**src/trigger_strobe_defines.vh**
```
`ifndef TRIGGER_STROBE_DEFINES_VH
`define TRIGGER_STROBE_DEFINES_VH

// ----------------------------------------
// register offsets (byte addresses)
// ----------------------------------------
`define ADDR_CTRL       8'h00
`define ADDR_CMD        8'h04
`define ADDR_STATUS     8'h08
`define ADDR_TRIG_DELAY 8'h0c
`define ADDR_SS_DELAY   8'h10
`define ADDR_SS_WIDTH   8'h14
`define ADDR_CS_PERIOD  8'h18
`define ADDR_INTEG_TIME 8'h1c
`define ADDR_GPIO_DIR   8'h20
`define ADDR_GPIO_OUT   8'h24
`define ADDR_GPIO_IN    8'h28

// ----------------------------------------
// field positions
// ----------------------------------------
`define CTRL_MODE_HI    1
`define CTRL_MODE_LO    0
`define CTRL_LAMP       2
`define CTRL_CS_EN      3
`define CTRL_SS_EN      4
`define CMD_REQUEST     0
`define STATUS_DONE     0

// ----------------------------------------
// trigger mode codes
// ----------------------------------------
`define MODE_NORMAL     2'h0
`define MODE_EXT        2'h1
`define MODE_INT        2'h2

// ----------------------------------------
// reset values
// ----------------------------------------
`define CTRL_RST        5'h00
`define TRIG_DELAY_RST  24'h000000
`define SS_DELAY_RST    24'h000005
`define SS_WIDTH_RST    24'h00000a
`define CS_PERIOD_RST   24'h0003e8
`define INTEG_TIME_RST  24'h00000a
`define GPIO_RST        4'h0

// ----------------------------------------
// timing, in microseconds unless named otherwise
// ----------------------------------------
`define CLK_MHZ         32'h00000064
`define MIN_DELAY_US    24'h000005
`define MAX_DELAY_US    24'h051e8c
`define CS_MIN_US       24'h000032
`define CS_MAX_US       24'h4c4b40
`define INTEG_MIN_US    24'h00000a
`define INTEG_MAX_US    24'h989680
`define CYCLE_MIN_US    24'h0033f4
`define EXT_LAT_NS      32'h000000c8
`define EXT_LAT_CYC     ((`EXT_LAT_NS * `CLK_MHZ) / 32'h000003e8)
`define CS_LEAD_NS      32'h00001090
`define CS_LEAD_CYC     ((`CS_LEAD_NS * `CLK_MHZ) / 32'h000003e8)
`define CS_HIGH_US      32'h00000001
`define CS_HIGH_CYC     (`CS_HIGH_US * `CLK_MHZ)
`define SYNC_STAGES     32'h00000004

`endif

```
**src/trigger_strobe_timing.v**
```verilog
// Overview of operation
// host selects trigger mode 0 normal, 1 external, 2 internal strobe-synchronised.
// normal mode starts integration as soon as a spectrum request arrives.
// external mode without delay starts integration 200 ns +/- 100 ns after edge.
// nonzero trigger delay runs a timer, 5 us to 335.5 ms, then integrates.
// trigger delay counts in 1 us steps.
// internal mode triggers at next continuous strobe edge, then delay or integrate.
// internal mode integration starts 4.24 us before continuous strobe rises.
// one single strobe pulse with programmable delay and width.
// single strobe delay spans 5 us to 335.5 ms.
// zero trigger delay times single strobe from integration start.
// nonzero trigger delay starts strobe and delay timers together.
// host keeps strobe edges and delayed start at least 3 us apart.
// coincident timing events may update outputs one after another.
// continuous strobe period 50 us to 5 s in 1 us steps.
// host uses internal mode for several strobes per integration.
// one acquisition cycle lasts no less than 13.3 ms.
// four general purpose pins with software direction and level.
// query on endpoint 1 or 2 answered on matching endpoint, even mid-acquisition.
// acquisition rate up to about 75 Hz.
// external trigger sensed on rising edge.
// lamp drive rises once lamp enabled and a spectrum request follows.
// timers count 1 us from core clock; reset clears them, outputs low.
//
// Chosen here: the placing of the registers and the strobed register port.
`timescale 1ns/10ps
`include "trigger_strobe_defines.vh"

module trigger_strobe_timing (
  // clock and reset
  input  wire        core_clk,
  input  wire        nrst,
  // register port
  input  wire [7:0]  addr,
  input  wire [31:0] wrData,
  input  wire        wrStb,
  input  wire        rdStb,
  output reg  [31:0] rdData,
  // acquisition pins
  input  wire        external_trigger_input,
  output reg         integrating,
  output reg         singleStrobe,
  output reg         contStrobe,
  output reg         lampDrive,
  // general purpose pins
  input  wire [3:0]  gpioIn,
  output reg  [3:0]  gpioOut,
  output reg  [3:0]  gpioOe,
  // endpoint queries
  input  wire [1:0]  epOutQuery,
  output reg  [1:0]  epInReply
);

  localparam       TW       = 24;
  localparam [31:0] CLK_CYC = `CLK_MHZ;
  localparam [7:0] CYC_US   = CLK_CYC[7:0];
  localparam [31:0] LAT_CYC = `EXT_LAT_CYC - `SYNC_STAGES;
  localparam [31:0] LEAD    = `CS_LEAD_CYC;
  localparam [31:0] LEAD_HI = `CS_LEAD_CYC + `CS_HIGH_CYC;

  localparam [4:0] ST_IDLE  = 5'h01;
  localparam [4:0] ST_ARM   = 5'h02;
  localparam [4:0] ST_DELAY = 5'h04;
  localparam [4:0] ST_INTEG = 5'h08;
  localparam [4:0] ST_CYCLE = 5'h10;

  // ----------------------------------------
  // reset release and input synchronisers
  // ----------------------------------------
  reg rstQ1;
  reg rstN;
  always @(posedge core_clk or negedge nrst) begin
    if (!nrst) begin
      rstQ1 <= 1'b0;
      rstN  <= 1'b0;
    end else begin
      rstQ1 <= 1'b1;
      rstN  <= rstQ1;
    end
  end

  reg       extQ1;
  reg       extQ2;
  reg       extPrev;
  reg [3:0] gpioQ1;
  reg [3:0] gpioQ2;

  always @(posedge core_clk or negedge rstN) begin
    if (!rstN) begin
      extQ1   <= 1'b0;
      extQ2   <= 1'b0;
      extPrev <= 1'b0;
    end else begin
      extQ1   <= external_trigger_input;
      extQ2   <= extQ1;
      extPrev <= extQ2;
    end
  end

  genvar g;
  generate
    for (g = 0; g < 4; g = g + 1) begin : gpioSync
      always @(posedge core_clk or negedge rstN) begin
        if (!rstN) begin
          gpioQ1[g] <= 1'b0;
          gpioQ2[g] <= 1'b0;
        end else begin
          gpioQ1[g] <= gpioIn[g];
          gpioQ2[g] <= gpioQ1[g];
        end
      end
    end
  endgenerate

  // ----------------------------------------
  // registers
  // ----------------------------------------
  reg  [4:0]    ctrl;
  reg  [TW-1:0] trigDelay;
  reg  [TW-1:0] ssDelay;
  reg  [TW-1:0] ssWidth;
  reg  [TW-1:0] csPeriod;
  reg  [TW-1:0] integTime;
  reg  [3:0]    gpioDir;
  reg  [3:0]    gpioLevel;
  reg           acqDone;
  reg  [4:0]    state;
  reg  [31:0]   rdMux;

  wire [TW-1:0] wv     = wrData[TW-1:0];
  wire          wrOn   = wrStb & ~rdStb;
  wire          perWr  = wrOn & (addr == `ADDR_CS_PERIOD);
  wire          reqPulse = wrOn & (addr == `ADDR_CMD) & wrData[`CMD_REQUEST];
  wire [1:0]    mode   = ctrl[`CTRL_MODE_HI:`CTRL_MODE_LO];
  wire          setDone;

  function [TW-1:0] clampv;
    input [TW-1:0] v;
    input [TW-1:0] lo;
    input [TW-1:0] hi;
    begin
      clampv = (v < lo) ? lo : ((v > hi) ? hi : v);
    end
  endfunction

  always @(posedge core_clk or negedge rstN) begin
    if (!rstN) begin
      ctrl      <= `CTRL_RST;
      trigDelay <= `TRIG_DELAY_RST;
      ssDelay   <= `SS_DELAY_RST;
      ssWidth   <= `SS_WIDTH_RST;
      csPeriod  <= `CS_PERIOD_RST;
      integTime <= `INTEG_TIME_RST;
      gpioDir   <= `GPIO_RST;
      gpioLevel <= `GPIO_RST;
    end else if (wrOn) begin
      case (addr)
        `ADDR_CTRL: begin
          // mode 3 does not exist, so a write carrying it keeps the old mode
          if (wrData[`CTRL_MODE_HI:`CTRL_MODE_LO] != 2'h3) begin
            ctrl[`CTRL_MODE_HI:`CTRL_MODE_LO] <= wrData[`CTRL_MODE_HI:`CTRL_MODE_LO];
          end
          ctrl[`CTRL_SS_EN:`CTRL_LAMP] <= wrData[`CTRL_SS_EN:`CTRL_LAMP];
        end
        `ADDR_TRIG_DELAY: begin
          // zero means no delay; anything else is held inside the legal span
          trigDelay <= (wv == {TW{1'b0}}) ? wv : clampv(wv, `MIN_DELAY_US, `MAX_DELAY_US);
        end
        `ADDR_SS_DELAY:   ssDelay   <= clampv(wv, `MIN_DELAY_US, `MAX_DELAY_US);
        `ADDR_SS_WIDTH:   ssWidth   <= clampv(wv, {TW{1'b0}}, `MAX_DELAY_US);
        `ADDR_CS_PERIOD:  csPeriod  <= clampv(wv, `CS_MIN_US, `CS_MAX_US);
        `ADDR_INTEG_TIME: integTime <= clampv(wv, `INTEG_MIN_US, `INTEG_MAX_US);
        `ADDR_GPIO_DIR:   gpioDir   <= wrData[3:0];
        `ADDR_GPIO_OUT:   gpioLevel <= wrData[3:0];
        default: ;
      endcase
    end
  end

  // sticky done flag; a completion landing on the clearing write still sets it
  always @(posedge core_clk or negedge rstN) begin
    if (!rstN) begin
      acqDone <= 1'b0;
    end else if (setDone) begin
      acqDone <= 1'b1;
    end else if (wrOn && addr == `ADDR_STATUS && wrData[`STATUS_DONE]) begin
      acqDone <= 1'b0;
    end
  end

  always @* begin
    case (addr)
      `ADDR_CTRL:       rdMux = {27'h0000000, ctrl};
      `ADDR_STATUS:     rdMux = {21'h000000, state, lampDrive, contStrobe, singleStrobe,
                                 integrating, (state != ST_IDLE), acqDone};
      `ADDR_TRIG_DELAY: rdMux = {8'h00, trigDelay};
      `ADDR_SS_DELAY:   rdMux = {8'h00, ssDelay};
      `ADDR_SS_WIDTH:   rdMux = {8'h00, ssWidth};
      `ADDR_CS_PERIOD:  rdMux = {8'h00, csPeriod};
      `ADDR_INTEG_TIME: rdMux = {8'h00, integTime};
      `ADDR_GPIO_DIR:   rdMux = {28'h0000000, gpioDir};
      `ADDR_GPIO_OUT:   rdMux = {28'h0000000, gpioLevel};
      `ADDR_GPIO_IN:    rdMux = {28'h0000000, gpioQ2};
      default:          rdMux = 32'h00000000;
    endcase
  end

  // ----------------------------------------
  // timers
  // ----------------------------------------
  wire trigDone;
  wire ssDlyDone;
  wire ssWidDone;
  wire csDone;
  wire integDone;
  wire cycBusy;
  wire trigEv;
  wire integStart;
  reg  csRun;

  wire noDelay  = (trigDelay == {TW{1'b0}});
  wire ssLoad   = ctrl[`CTRL_SS_EN] & (noDelay ? integStart : trigEv);
  wire csLoad   = ctrl[`CTRL_CS_EN] & (~csRun | csDone | perWr);
  wire csEvent  = csRun & csDone;

  // every timer counts whole microseconds from the core clock
  us_timer #(.TW(TW), .CYC_US(CYC_US)) trigTimer (
    .clk(core_clk), .rstN(rstN), .load(trigEv & ~noDelay), .value(trigDelay),
    .busy(), .done(trigDone));
  us_timer #(.TW(TW), .CYC_US(CYC_US)) ssDlyTimer (
    .clk(core_clk), .rstN(rstN), .load(ssLoad), .value(ssDelay),
    .busy(), .done(ssDlyDone));
  us_timer #(.TW(TW), .CYC_US(CYC_US)) ssWidTimer (
    .clk(core_clk), .rstN(rstN), .load(ssDlyDone), .value(ssWidth),
    .busy(), .done(ssWidDone));
  us_timer #(.TW(TW), .CYC_US(CYC_US)) csTimer (
    .clk(core_clk), .rstN(rstN), .load(csLoad), .value(csPeriod),
    .busy(), .done(csDone));
  us_timer #(.TW(TW), .CYC_US(CYC_US)) integTimer (
    .clk(core_clk), .rstN(rstN), .load(integStart), .value(integTime),
    .busy(), .done(integDone));
  us_timer #(.TW(TW), .CYC_US(CYC_US)) cycTimer (
    .clk(core_clk), .rstN(rstN), .load(integStart), .value(`CYCLE_MIN_US),
    .busy(cycBusy), .done());

  // ----------------------------------------
  // external trigger latency and continuous strobe
  // ----------------------------------------
  reg  [7:0] latCnt;
  reg        latRun;
  reg        extFire;
  reg  [9:0] leadCnt;
  reg        leadRun;

  wire extEdge = extQ2 & ~extPrev;

  // fixed pad so the no-delay response lands near the documented latency
  always @(posedge core_clk or negedge rstN) begin
    if (!rstN) begin
      latCnt  <= 8'h00;
      latRun  <= 1'b0;
      extFire <= 1'b0;
    end else begin
      extFire <= 1'b0;
      // an edge seen before the request is armed must not start the next acquisition
      if (extEdge && !latRun && state == ST_ARM && mode == `MODE_EXT) begin
        latRun <= 1'b1;
        latCnt <= 8'h01;
      end else if (latRun) begin
        latCnt <= latCnt + 8'h01;
        if (latCnt >= LAT_CYC[7:0]) begin
          latRun  <= 1'b0;
          extFire <= 1'b1;
        end
      end
    end
  end

  // the period event is the trigger point; the pin rises a fixed lead later
  always @(posedge core_clk or negedge rstN) begin
    if (!rstN) begin
      csRun      <= 1'b0;
      leadCnt    <= 10'h000;
      leadRun    <= 1'b0;
      contStrobe <= 1'b0;
    end else begin
      csRun <= ctrl[`CTRL_CS_EN];
      if (!ctrl[`CTRL_CS_EN]) begin
        leadRun    <= 1'b0;
        contStrobe <= 1'b0;
      end else if (csEvent) begin
        leadRun <= 1'b1;
        leadCnt <= 10'h001;
      end else if (leadRun) begin
        leadCnt <= leadCnt + 10'h001;
        if (leadCnt == LEAD[9:0]) begin
          contStrobe <= 1'b1;
        end
        if (leadCnt == LEAD_HI[9:0]) begin
          contStrobe <= 1'b0;
          leadRun    <= 1'b0;
        end
      end
    end
  end

  // ----------------------------------------
  // acquisition sequencer
  // ----------------------------------------
  assign trigEv = (state == ST_ARM) &
                  ((mode == `MODE_NORMAL) |
                   ((mode == `MODE_EXT) & extFire) |
                   ((mode == `MODE_INT) & csEvent));
  assign integStart = (trigEv & noDelay) | ((state == ST_DELAY) & trigDone);
  assign setDone    = (state == ST_CYCLE) & ~cycBusy;

  always @(posedge core_clk or negedge rstN) begin
    if (!rstN) begin
      state       <= ST_IDLE;
      integrating <= 1'b0;
    end else begin
      case (state)
        ST_IDLE: begin
          if (reqPulse) begin
            state <= ST_ARM;
          end
        end
        ST_ARM: begin
          if (integStart) begin
            state       <= ST_INTEG;
            integrating <= 1'b1;
          end else if (trigEv) begin
            state <= ST_DELAY;
          end
        end
        ST_DELAY: begin
          if (integStart) begin
            state       <= ST_INTEG;
            integrating <= 1'b1;
          end
        end
        ST_INTEG: begin
          if (integDone) begin
            state       <= ST_CYCLE;
            integrating <= 1'b0;
          end
        end
        ST_CYCLE: begin
          // no new request is armed until the minimum cycle has run out
          if (!cycBusy) begin
            state <= ST_IDLE;
          end
        end
        default: begin
          state       <= ST_IDLE;
          integrating <= 1'b0;
        end
      endcase
    end
  end

  // ----------------------------------------
  // output pins and replies
  // ----------------------------------------
  // each single strobe edge is applied the cycle after its own timer; a rise wins over a coincident fall
  always @(posedge core_clk or negedge rstN) begin
    if (!rstN) begin
      singleStrobe <= 1'b0;
      lampDrive    <= 1'b0;
      gpioOut      <= `GPIO_RST;
      gpioOe       <= `GPIO_RST;
      epInReply    <= 2'h0;
      rdData       <= 32'h00000000;
    end else begin
      if (ssDlyDone && ssWidth != {TW{1'b0}}) begin
        singleStrobe <= 1'b1;
      end else if (ssWidDone) begin
        singleStrobe <= 1'b0;
      end
      if (!ctrl[`CTRL_LAMP]) begin
        lampDrive <= 1'b0;
      end else if (reqPulse) begin
        lampDrive <= 1'b1;
      end
      gpioOut   <= gpioLevel;
      gpioOe    <= gpioDir;
      epInReply <= epOutQuery;
      rdData    <= rdStb ? rdMux : 32'h00000000;
    end
  end

endmodule // trigger_strobe_timing

```
**src/us_timer.v**
```verilog
`timescale 1ns/10ps

module us_timer #(
  parameter       TW     = 24,
  parameter [7:0] CYC_US = 8'h64
) (
  // clock and reset
  input  wire          clk,
  input  wire          rstN,
  // control
  input  wire          load,
  input  wire [TW-1:0] value,
  // state
  output reg           busy,
  output reg           done
);

  reg [7:0]    pre;
  reg [TW-1:0] cnt;

  // ----------------------------------------
  // microsecond countdown
  // ----------------------------------------
  // prescaler restarts on load so every delay is cycle exact, not tick jittered
  always @(posedge clk or negedge rstN) begin
    if (!rstN) begin
      pre  <= 8'h00;
      cnt  <= {TW{1'b0}};
      busy <= 1'b0;
      done <= 1'b0;
    end else begin
      done <= 1'b0;
      if (load) begin
        cnt  <= value;
        pre  <= CYC_US - 8'h01;
        busy <= (value != {TW{1'b0}});
      end else if (busy) begin
        if (pre == 8'h00) begin
          pre <= CYC_US - 8'h01;
          cnt <= cnt - {{(TW-1){1'b0}}, 1'b1};
          if (cnt == {{(TW-1){1'b0}}, 1'b1}) begin
            busy <= 1'b0;
            done <= 1'b1;
          end
        end else begin
          pre <= pre - 8'h01;
        end
      end
    end
  end

endmodule // us_timer

```
**config.mk**
```make
export PLATFORM = sky130hd
export DESIGN_NAME = trigger_strobe_timing
export DESIGN_NICKNAME = d
export VERILOG_FILES = /design/src/trigger_strobe_timing.v /design/src/us_timer.v
export VERILOG_INCLUDE_DIRS = /design/src
export SDC_FILE = /design/constraint.sdc
export NUM_CORES = 1
export LEC_CHECK = 0
export ABC_CLOCK_PERIOD_IN_PS = 29500
export BUFFER_PORTS_ARGS = -buffer_cell sky130_fd_sc_hd__clkbuf_2
export CORE_AREA = 2 2 197 199
export DETAILED_ROUTE_END_ITERATION = 8
export DIE_AREA = 0 0 199 201
export GPL_ROUTABILITY_DRIVEN = 0
export HOLD_SLACK_MARGIN = 0.15
export PLACE_DENSITY_LB_ADDON = 0.15
export SLEW_MARGIN = 30
export SYNTH_ARGS = -nofsm -noshare
export SYNTH_HDL_FRONTEND = slang
export SYNTH_SLANG_ARGS = --single-unit
```
**constraint.sdc**
```tcl
create_clock -name core_clk -period 29.5 [get_ports core_clk]
set_clock_uncertainty 0.1 [all_clocks]
set_input_delay 5.9 -clock core_clk [delete_from_list [all_inputs] [get_ports core_clk]]
set_output_delay 5.9 -clock core_clk [all_outputs]
set_load 0.02 [all_outputs]
```
==> flow_summary.yaml, run 1 <==
power:
  pwr-share-clk_pct: 44.8
  peakVddDrop_uv: 51.4
  power_mw: 1.29
  switching_share_pct: 24.3
  cellPowerDensity_nw_per_um2: 56.1
  power.switching_uw: 315
  pwr-share-seq_pct: 48.7
  internal_power_uw: 979
  p_leak_nw: 9.49
  pwr-share-comb_pct: 6.5
global_route:
  grt_pass1_wl_mm: 90.1
  grt_pass1_vias: 16300
  use_met3_pct: 5.76
  met2_usage_pct: 44.2
  grtUsageMet1_pct: 40.1
  busiest_layer: "met2"
  grt_max_degree: 142
  gr-total-overflow: 0
  globalRouteTotalUtil_pct: 28.7
  antenna_found_initial: 4
yosys:
  synth_most_common_cell: "dfrtp_1"
  syn_area_um2: 20700
  synth.area.top_cells: "dfrtp_1 49%, xnor2_1 4.4%, nor2_1 3.8%"
  syn_avg_cell_area_um2: 9.76
  yosysSeqAreaShare_pct: 50.3
  yosysTopAreaCell: "dfrtp_1"
  synth-edff-count: 0
  synth_top_area_share_pct: 48.6
  synth_commonest_cells: "402 x dfrtp_1, 208 x nor2_1, 206 x nand2_1"
  yosysWarnings: 0
  ys_seq_elements: 415
  yosysUniqueCellTypes: 77
  async_reset_ff_share_pct: 100
  synth_ff_type: "dfrtp_1"
  syn_inst: 2121
detailed_routing:
  final_antenna_net_count: 0
  vias_per_cell: 6.21
  drc: 0
  first_iter_violations: 1418
  via_count: 16900
  totalWireLength_mm: 56.6
  post_drt_wl_per_cell_um: 20.9
  firstDrtPassIters: 8
sta:
  setup_violations: 0
  fin_ws_ps: 21330
  worst_pin_slew_ps: 1110
  fmax_mhz: 122
  post-route-period-util_pct: 27.7
  rsz0062_at_grt: "no"
  max-slew-margin-rel_pct: 25.8
  hold_viol: 0
  drv_slew: 0
  layout_min_cycle_time_ps: 8170
  tns_ps: 0
placement:
  io_buffers: 80
  placed_cell_area_um2: 21500
  dp_hpwl_mm: 39.1
  dp_slack_ps: 20870
die:
  die_x_um: 199
  rows: 72
  die_y_um: 201
  core_area_um2: 38100
  floorplan.initialDensity_pct: 54.3
  dieArea_um2: 40000
  top_level_ports: 97
final_layout:
  final_core_util_pct: 60.5
  nets: 2235
  stdcell_area_um2: 23100
  final_layout_size_suffix_gt1_share_pct: 12.9
  area_delta_synth_final_pct: 11.5
clock_tree:
  cts_tree: "yes"
  insertion_delay_ps: 580
  cts_hold_buf: 0
  cts_root_buffer: "clkbuf_16"
  path_clk_slew_ps: 60
  post_cts_resized: 0
  cts_setup_buffers: 0
  htree_levels: 2
  cts_buffers: 46
  cts_sinks: 415
  clk_path_buf_depth: 3
worst_setup_path:
  crit_buf_inv: 1
  cp_slowest_stage_delay_ps: 940
  cp_max_fo: 20
  crit_type: "in2reg"
  crit_path_top_delay_cell: "nor2_2"
  regToRegSetupSlack_ps: 25980
  cp.required_ps: 29840
  cp-start-kind: "input port"
  worstPathCellList: "clkbuf_2, or4b_1, nor2_2, a22oi_1, a31oi_1"
  crit_path_end_kind: "flip-flop"
  arrival_ps: 8510
  crit_family: "simple AND/OR/NAND/NOR gates"
status:
  status: "finished, final reports clean"
flow_run:
  drv_cap: 0
worst_hold_path:
  hold_class: "reg2async"
## worst paths after layout
check,startpoint,to,cells after the start
worst max-delay path,addr[5],rdData[9]$_DFF_PN0_,5
worst min-delay path,rstN$_DFF_PN0_,leadCnt[6]$_DFFE_PN0P_,0
worst max register to register,trigDelay[1]$_DFFE_PN0P_,integTimer.cnt[20]$_DFFE_PN0P_,5
worst min register to register,rstN$_DFF_PN0_,leadCnt[6]$_DFFE_PN0P_,0
max in group asynchronous,nrst,rstN$_DFF_PN0_,1
min in group core_clk,gpioQ1[1]$_DFF_PN0_,gpioQ2[1]$_DFF_PN0_,0
## stage by stage
step / hold slack [ps] / cells
after floorplan: 231 / 2128
after global placement: 235 / 2625
after detailed placement: 235 / 2625
after CTS: 244 / 2709
after global routing: 163 / 2713
final: 132 / 2713
## sequential cells by signal, summed over array words and instances (netlist names), 8 cells and up
| name | flops |
|---|---|
| ssWidTimer.cnt | 24 |
| csTimer.pre | 8 |
| trigTimer.pre | 8 |
| trigDelay | 24 |
| ssDlyTimer.cnt | 24 |
| rdData | 24 |
| csPeriod | 24 |
| latCnt | 8 |
| cycTimer.cnt | 24 |
| cycTimer.pre | 8 |
| integTimer.pre | 8 |
| csTimer.cnt | 24 |
| ssDlyTimer.pre | 8 |
| integTime | 24 |
| leadCnt | 10 |
| ssWidth | 24 |
| ssDelay | 24 |
| integTimer.cnt | 24 |
| ssWidTimer.pre | 8 |
| trigTimer.cnt | 24 |
## kinds of logic after synthesis
| kind of cell | share of synthesized area, % |
|---|---|
| buffers and inverters | 3.25 |
| DFF | 50.3 |
| and+or+nand+nor | 21.8 |
| xor gates and xnor gates | 6.90 |
| adders and majority gates | 1.69 |
| muxes | 3.14 |
| AOI/OAI and AO/OA | 12.9 |
| other | 0.0363 |
## cells in the final DEF (no fill, tap or decap), types with 46 or more instances in the layout
cell	n
dfrtp_1	401
nand2_1	206
nor2_1	204
o21ai_0	129
nor4_1	107
xnor2_1	105
a21oi_1	92
nor3_1	89
clkbuf_2	80
xor2_1	58
mux2_2	47
clkbuf_16	47
nand3_1	46
## metal layers
layer  vias to the layer above  wire [um]
met4                         2       2160
met1                      8257      24000
li1                       7730          -
met3                       160       4660
met5                         -          9
met2                       706      25700
## area by class of cell
| class | count | area (um2) |
|---|---|---|
| clock inverters | 17 | 216 |
| well taps | 518 | 648 |
| multi-input cells | 1548 | 9730 |
| fillers | 3227 | 15000 |
| inverters | 43 | 161 |
| flip-flops and latches | 415 | 10400 |
| diodes | 3 | 7.51 |
| repair buffers | 102 | 606 |
| clock buffers | 67 | 1290 |
## power groups by stage
stage	combinational [mW]	sequential, mW	clock, mW
floorplan	0.0556	0.637	0
global placement	0.0792	0.639	0
detailed placement	0.0816	0.640	0
CTS	0.0822	0.630	0.589
global route	0.0950	0.634	0.613
finish	0.0842	0.630	0.579
(Power assumes the default switching activity.)
==> run 2, diff against run 1 <==
- ABC_AREA: unset -> 1
- ABC_CLOCK_PERIOD_IN_PS: 29500 -> 7470
- CORE_AREA: 2 2 197 199 -> 2 2 211 213
- DIE_AREA: 0 0 199 201 -> 0 0 213 215
- clock period: 29.5 -> 7.47 ns (I/O delays scaled with it)
==> flow_summary.yaml, run 2 <==
power:
  pwr-share-clk_pct: 40.3
  pwr-share-seq_pct: 42.0
  power.switching_mw: 1.91
  power_mw: 6.24
  peakVddDrop_uv: 183
  switching_share_pct: 30.6
  pwr-share-comb_pct: 17.7
  p_leak_nw: 13.1
  internal_power_mw: 4.33
  cellPowerDensity_nw_per_um2: 239
clock_tree:
  cts_hold_buf: 0
  cts_buffers: 48
  clk_path_buf_depth: 3
  cts_setup_buffers: 0
  path_clk_slew_ps: 60
  cts_sinks: 415
  htree_levels: 2
  insertion_delay_ps: 610
  cts_root_buffer: "clkbuf_16"
  cts_tree: "yes"
  post_cts_resized: 0
die:
  core_area_um2: 43600
  top_level_ports: 97
  rows: 77
  floorplan.initialDensity_pct: 54.3
  dieArea_um2: 45800
  die_x_um: 213
  die_y_um: 215
sta:
  setup_violations: 0
  max-slew-margin-rel_pct: 36.8
  worst_pin_slew_ps: 945
  layout_min_cycle_time_ps: 3670
  drv_slew: 0
  fmax_mhz: 272
  hold_viol: 0
  hold_slack_ps: 254
  post-route-period-util_pct: 49.2
  rsz0062_at_grt: "no"
  tns_ps: 0
worst_setup_path:
  cp_max_fo: 45
  arrival_ps: 4050
  cp_slowest_stage_delay_ps: 550
  crit_path_top_delay_cell: "o21ai_4"
  cp.required_ps: 7840
  crit_buf_inv: 4
  worstPathCellList: "clkbuf_2, inv_2, nand2_4, inv_2, nand2_4, nand2_1, nand2_2, o21ai_4, inv_4, nand2_1, nand2_1"
  cp_common_cell: "nand2_1"
  crit_path_end_kind: "flip-flop"
  crit_type: "in2reg"
  regToRegSetupSlack_ps: 4500
  cp-start-kind: "input port"
  crit_family: "simple AND/OR/NAND/NOR gates"
yosys:
  syn_area_um2: 23700
  synth_top_area_share_pct: 42.4
  yosysUniqueCellTypes: 56
  yosysTopAreaCell: "dfrtp_1"
  async_reset_ff_share_pct: 100
  synthSimpleGateAreaFrac_pct: 31.6
  syn_inst: 3257
  yosysWarnings: 0
  synth-compound-area-share_pct: 10.7
  synth_top_family_by_area: "simple AND/OR/NAND/NOR gates"
  synth.area.top_cells: "dfrtp_1 42%, nand2_1 16%, nor2_1 6.6%"
  yosysSeqAreaShare_pct: 43.9
  synthAdderAreaFrac_pct: 1.48
  synth_ff_type: "dfrtp_1"
  synth_most_common_cell: "nand2_1"
  synth_commonest_cells: "988 x nand2_1, 420 x nor2_1, 402 x dfrtp_1"
  synth-xor-area-share_pct: 4.40
  synth-edff-count: 0
  muxShareOfSynthArea_pct: 0
  ys_seq_elements: 415
  syn_avg_cell_area_um2: 7.28
final_layout:
  final_cell_mix: "988 x nand2_1, 418 x nor2_1, 401 x dfrtp_1"
  final_layout_size_suffix_gt1_share_pct: 8.07
  layout_commonest_cell: "nand2_1"
  area_delta_synth_final_pct: 10.3
  final_core_util_pct: 59.9
  nets: 3374
detailed_routing:
  drc: 0
  totalWireLength_mm: 67.9
  post_drt_wl_per_cell_um: 17.3
  first_iter_violations: 2493
  via_count: 21900
  final_antenna_net_count: 0
  firstDrtPassIters: 7
  vias_per_cell: 5.59
status:
  status: "finished, final reports clean"
global_route:
  grt_pass1_vias: 20600
  antenna_found_initial: 3
  grt_max_degree: 174
  gr-total-overflow: 0
  globalRouteTotalUtil_pct: 30.1
  grt_pass1_wl_mm: 109
flow_run:
  drv_cap: 0
placement:
  dp_hpwl_mm: 49.0
  io_buffers: 80
worst_hold_path:
  hold_class: "reg2reg"
[run 2: through the flow]
| stage | worst slack [ps] | std cells | cell area, um2 |
|---|---|---|---|
| 2_1_floorplan | 613 | 3264 | 23700 |
| 3_3_place_gp | 3050 | 3836 | 24400 |
| 3_5_place_dp | 3270 | 3836 | 24400 |
| 4_1_cts | 3870 | 3926 | 26100 |
| 5_1_grt | 3620 | 3928 | 26200 |
| 6_report | 3800 | 3928 | 26200 |
[run 2: final timing paths]
path	from	cells after the start	end
max	rdStb	11	csTimer.cnt[6]$_DFFE_PN0P_
min	gpioQ1[1]$_DFF_PN0_	0	gpioQ2[1]$_DFF_PN0_
max reg2reg	csTimer.done$_DFF_PN0_	10	ssDlyTimer.cnt[3]$_DFFE_PN0P_
min reg2reg	gpioQ1[1]$_DFF_PN0_	0	gpioQ2[1]$_DFF_PN0_
max in group asynchronous	rstN$_DFF_PN0_	2	integTime[19]$_DFFE_PN0P_
min in group asynchronous	rstN$_DFF_PN0_	0	latCnt[5]$_DFFE_PN0P_
[run 2: cells by family after synthesis]
kind of cell	count (synthesis)
xor gates and xnor gates	119
AOI/OAI and AO/OA	443
DFF	415
and+or+nand+nor	1797
buffers and inverters	453
other	2
adders and majority gates	28
[run 2: power groups by stage]
stage | clock network (mW) | logic (mW) | registers (mW)
2_1_floorplan | 0 | 0.834 | 2.63
3_3_place_gp | 0 | 1.05 | 2.65
3_5_place_dp | 0 | 1.09 | 2.65
4_1_cts | 2.55 | 1.09 | 2.62
5_1_grt | 2.64 | 1.27 | 2.64
6_report | 2.52 | 1.10 | 2.62
[run 2: routing by layer]
| layer | up-vias | global-route usage (%) | part of all wire (%) | routed length [um] |
|---|---|---|---|---|
| met5 | - | 0 | 0.019 | 13 |
| met3 | 171 | 5.11 | 8.1 | 5520 |
| met1 | 10400 | 43.1 | 44 | 29700 |
| met2 | 894 | 45.7 | 45 | 30200 |
| li1 | 10500 | - | - | - |
| met4 | 2 | 11.3 | 3.6 | 2420 |
[run 2: final cells by class]
cell class	count	area, um2
diodes	1	2.50
flip-flops and latches	415	10400
well taps	592	741
inverters	340	1280
fillers	4048	17500
repair buffers	94	554
multi-input cells	2396	11500
clock inverters	30	383
clock buffers	60	1300
==> run 3, diff against run 2 <==
- ABC_CLOCK_PERIOD_IN_PS: 7470 -> 3500
- clock period: 7.47 -> 3.5 ns (I/O delays scaled with it)
==> flow_summary.yaml, run 3 (synthesis results as in run 2) <==
clock_tree:
  insertion_delay_ps: 600
  cts_buffers: 47
  clk_path_buf_depth: 3
  cts_root_buffer: "clkbuf_16"
  cts_tree: "yes"
  post_cts_resized: 0
  path_clk_slew_ps: 60
  cts_hold_buf: 8
  htree_levels: 2
  cts_sinks: 415
  cts_setup_buffers: 0
worst_hold_path:
  hold_class: "reg2reg"
  hp-start: "extQ1$_DFF_PN0_"
sta:
  drv_slew: 0
  layout_min_cycle_time_ps: 2810
  hold_viol: 0
  fmax_mhz: 356
  post-route-period-util_pct: 80.3
  tns_ps: 0
  fin_ws_ps: 690
  hold_slack_ps: 246
  worst_pin_slew_ps: 908
  setup_violations: 0
  rsz0062_at_grt: "no"
  max-slew-margin-rel_pct: 39.3
die:
  floorplan.initialDensity_pct: 54.3
  dieArea_um2: 45800
  rows: 77
  die_y_um: 215
  top_level_ports: 97
  core_area_um2: 43600
  die_x_um: 213
power:
  peakVddDrop_uv: 376
  p_leak_nw: 13.2
  cellPowerDensity_nw_per_um2: 498
final_layout:
  layout_commonest_cell: "nand2_1"
  final_cell_mix: "988 x nand2_1, 419 x nor2_1, 400 x dfrtp_1"
  final_layout_size_suffix_gt1_share_pct: 8.37
  area_delta_synth_final_pct: 11.0
  n_antenna_cell: 0
  stdcell_count: 3951
  nets: 3401
detailed_routing:
  totalWireLength_mm: 69.6
  firstDrtPassIters: 6
  first_iter_violations: 2450
  via_count: 22200
  vias_per_cell: 5.62
  final_antenna_net_count: 0
  drc: 0
  post_drt_wl_per_cell_um: 17.6
worst_setup_path:
  crit_start: "csTimer.done$_DFF_PN0_"
  arrival_ps: 3160
  crit_path_end_kind: "flip-flop"
  r2r-start: "csTimer.done$_DFF_PN0_"
  crit_type: "reg2reg"
  cp_max_fo: 39
  cp.required_ps: 3850
  cp-start-kind: "flip-flop"
global_route:
  antenna_found_initial: 3
  grt_pass1_vias: 21100
  grt_pass1_wl_mm: 112
  globalRouteTotalUtil_pct: 30.8
  grt_max_degree: 89
  gr-total-overflow: 0
placement:
  dp_slack_ps: 566
  dp.cells: 3857
  dp_hpwl_mm: 50.6
  io_buffers: 80
status:
  status: "finished, final reports clean"
flow_run:
  drv_cap: 0
## run 3: path summary, 6_finish.rpt
check | endpoint | slack [ps] | cells after the start
setup / recovery | ssDlyTimer.done$_DFF_PN0_ | 690 | 10
hold reg to reg | extQ2$_DFF_PN0_ | 250 | 0
hold / removal | extQ2$_DFF_PN0_ | 250 | 0
setup reg to reg | ssDlyTimer.done$_DFF_PN0_ | 690 | 10
max in group asynchronous | ssWidTimer.pre[1]$_DFFE_PN0P_ | 1990 | 1
min in group asynchronous | rstN$_DFF_PN0_ | 320 | 2
## run 3: cell type report
cell class	instances	area [um2]
fill	3984	17300
multi-input combinational	2396	11500
tap	592	741
inverter	340	1280
sequential	415	10400
clock buffer	68	1350
timing repair buffer	122	811
clock inverter	18	239
## run 3: per-layer routing
layer	GRT usage, %	up-vias	wire (um)
met5	0	-	39
met4	11.0	6	2490
met3	5.41	169	5920
met2	47.4	900	31000
met1	43.6	10600	30200
li1	-	10600	-
## run 3: stage by stage
stage               utilization, %  cell area (um2)  total power, mW
floorplan                        -            23700             7.40
global placement              56.4            24600             7.93
detailed placement            56.4            24600             7.99
CTS                           60.2            26300             13.1
global route                  60.3            26300             13.8
finish                        60.3            26300             13.1
## run 3: worst max-delay path: stages, from the launching register on
cell and delay, ps:
dfrtp_1 400, nand2_1 340, inv_2 70, nand2_1 70, nand2_1 120, nand2_2 180, nand2_2 330, nand2_4 390
buf_12 250, inv_1 70, nor3_1 320
## run 3: where the power goes
group | internal [mW] | switching (mW) | total [mW]
registers | 5.19 | 0.403 | 5.59
clock network | 3.05 | 2.07 | 5.12
logic | 0.831 | 1.56 | 2.39
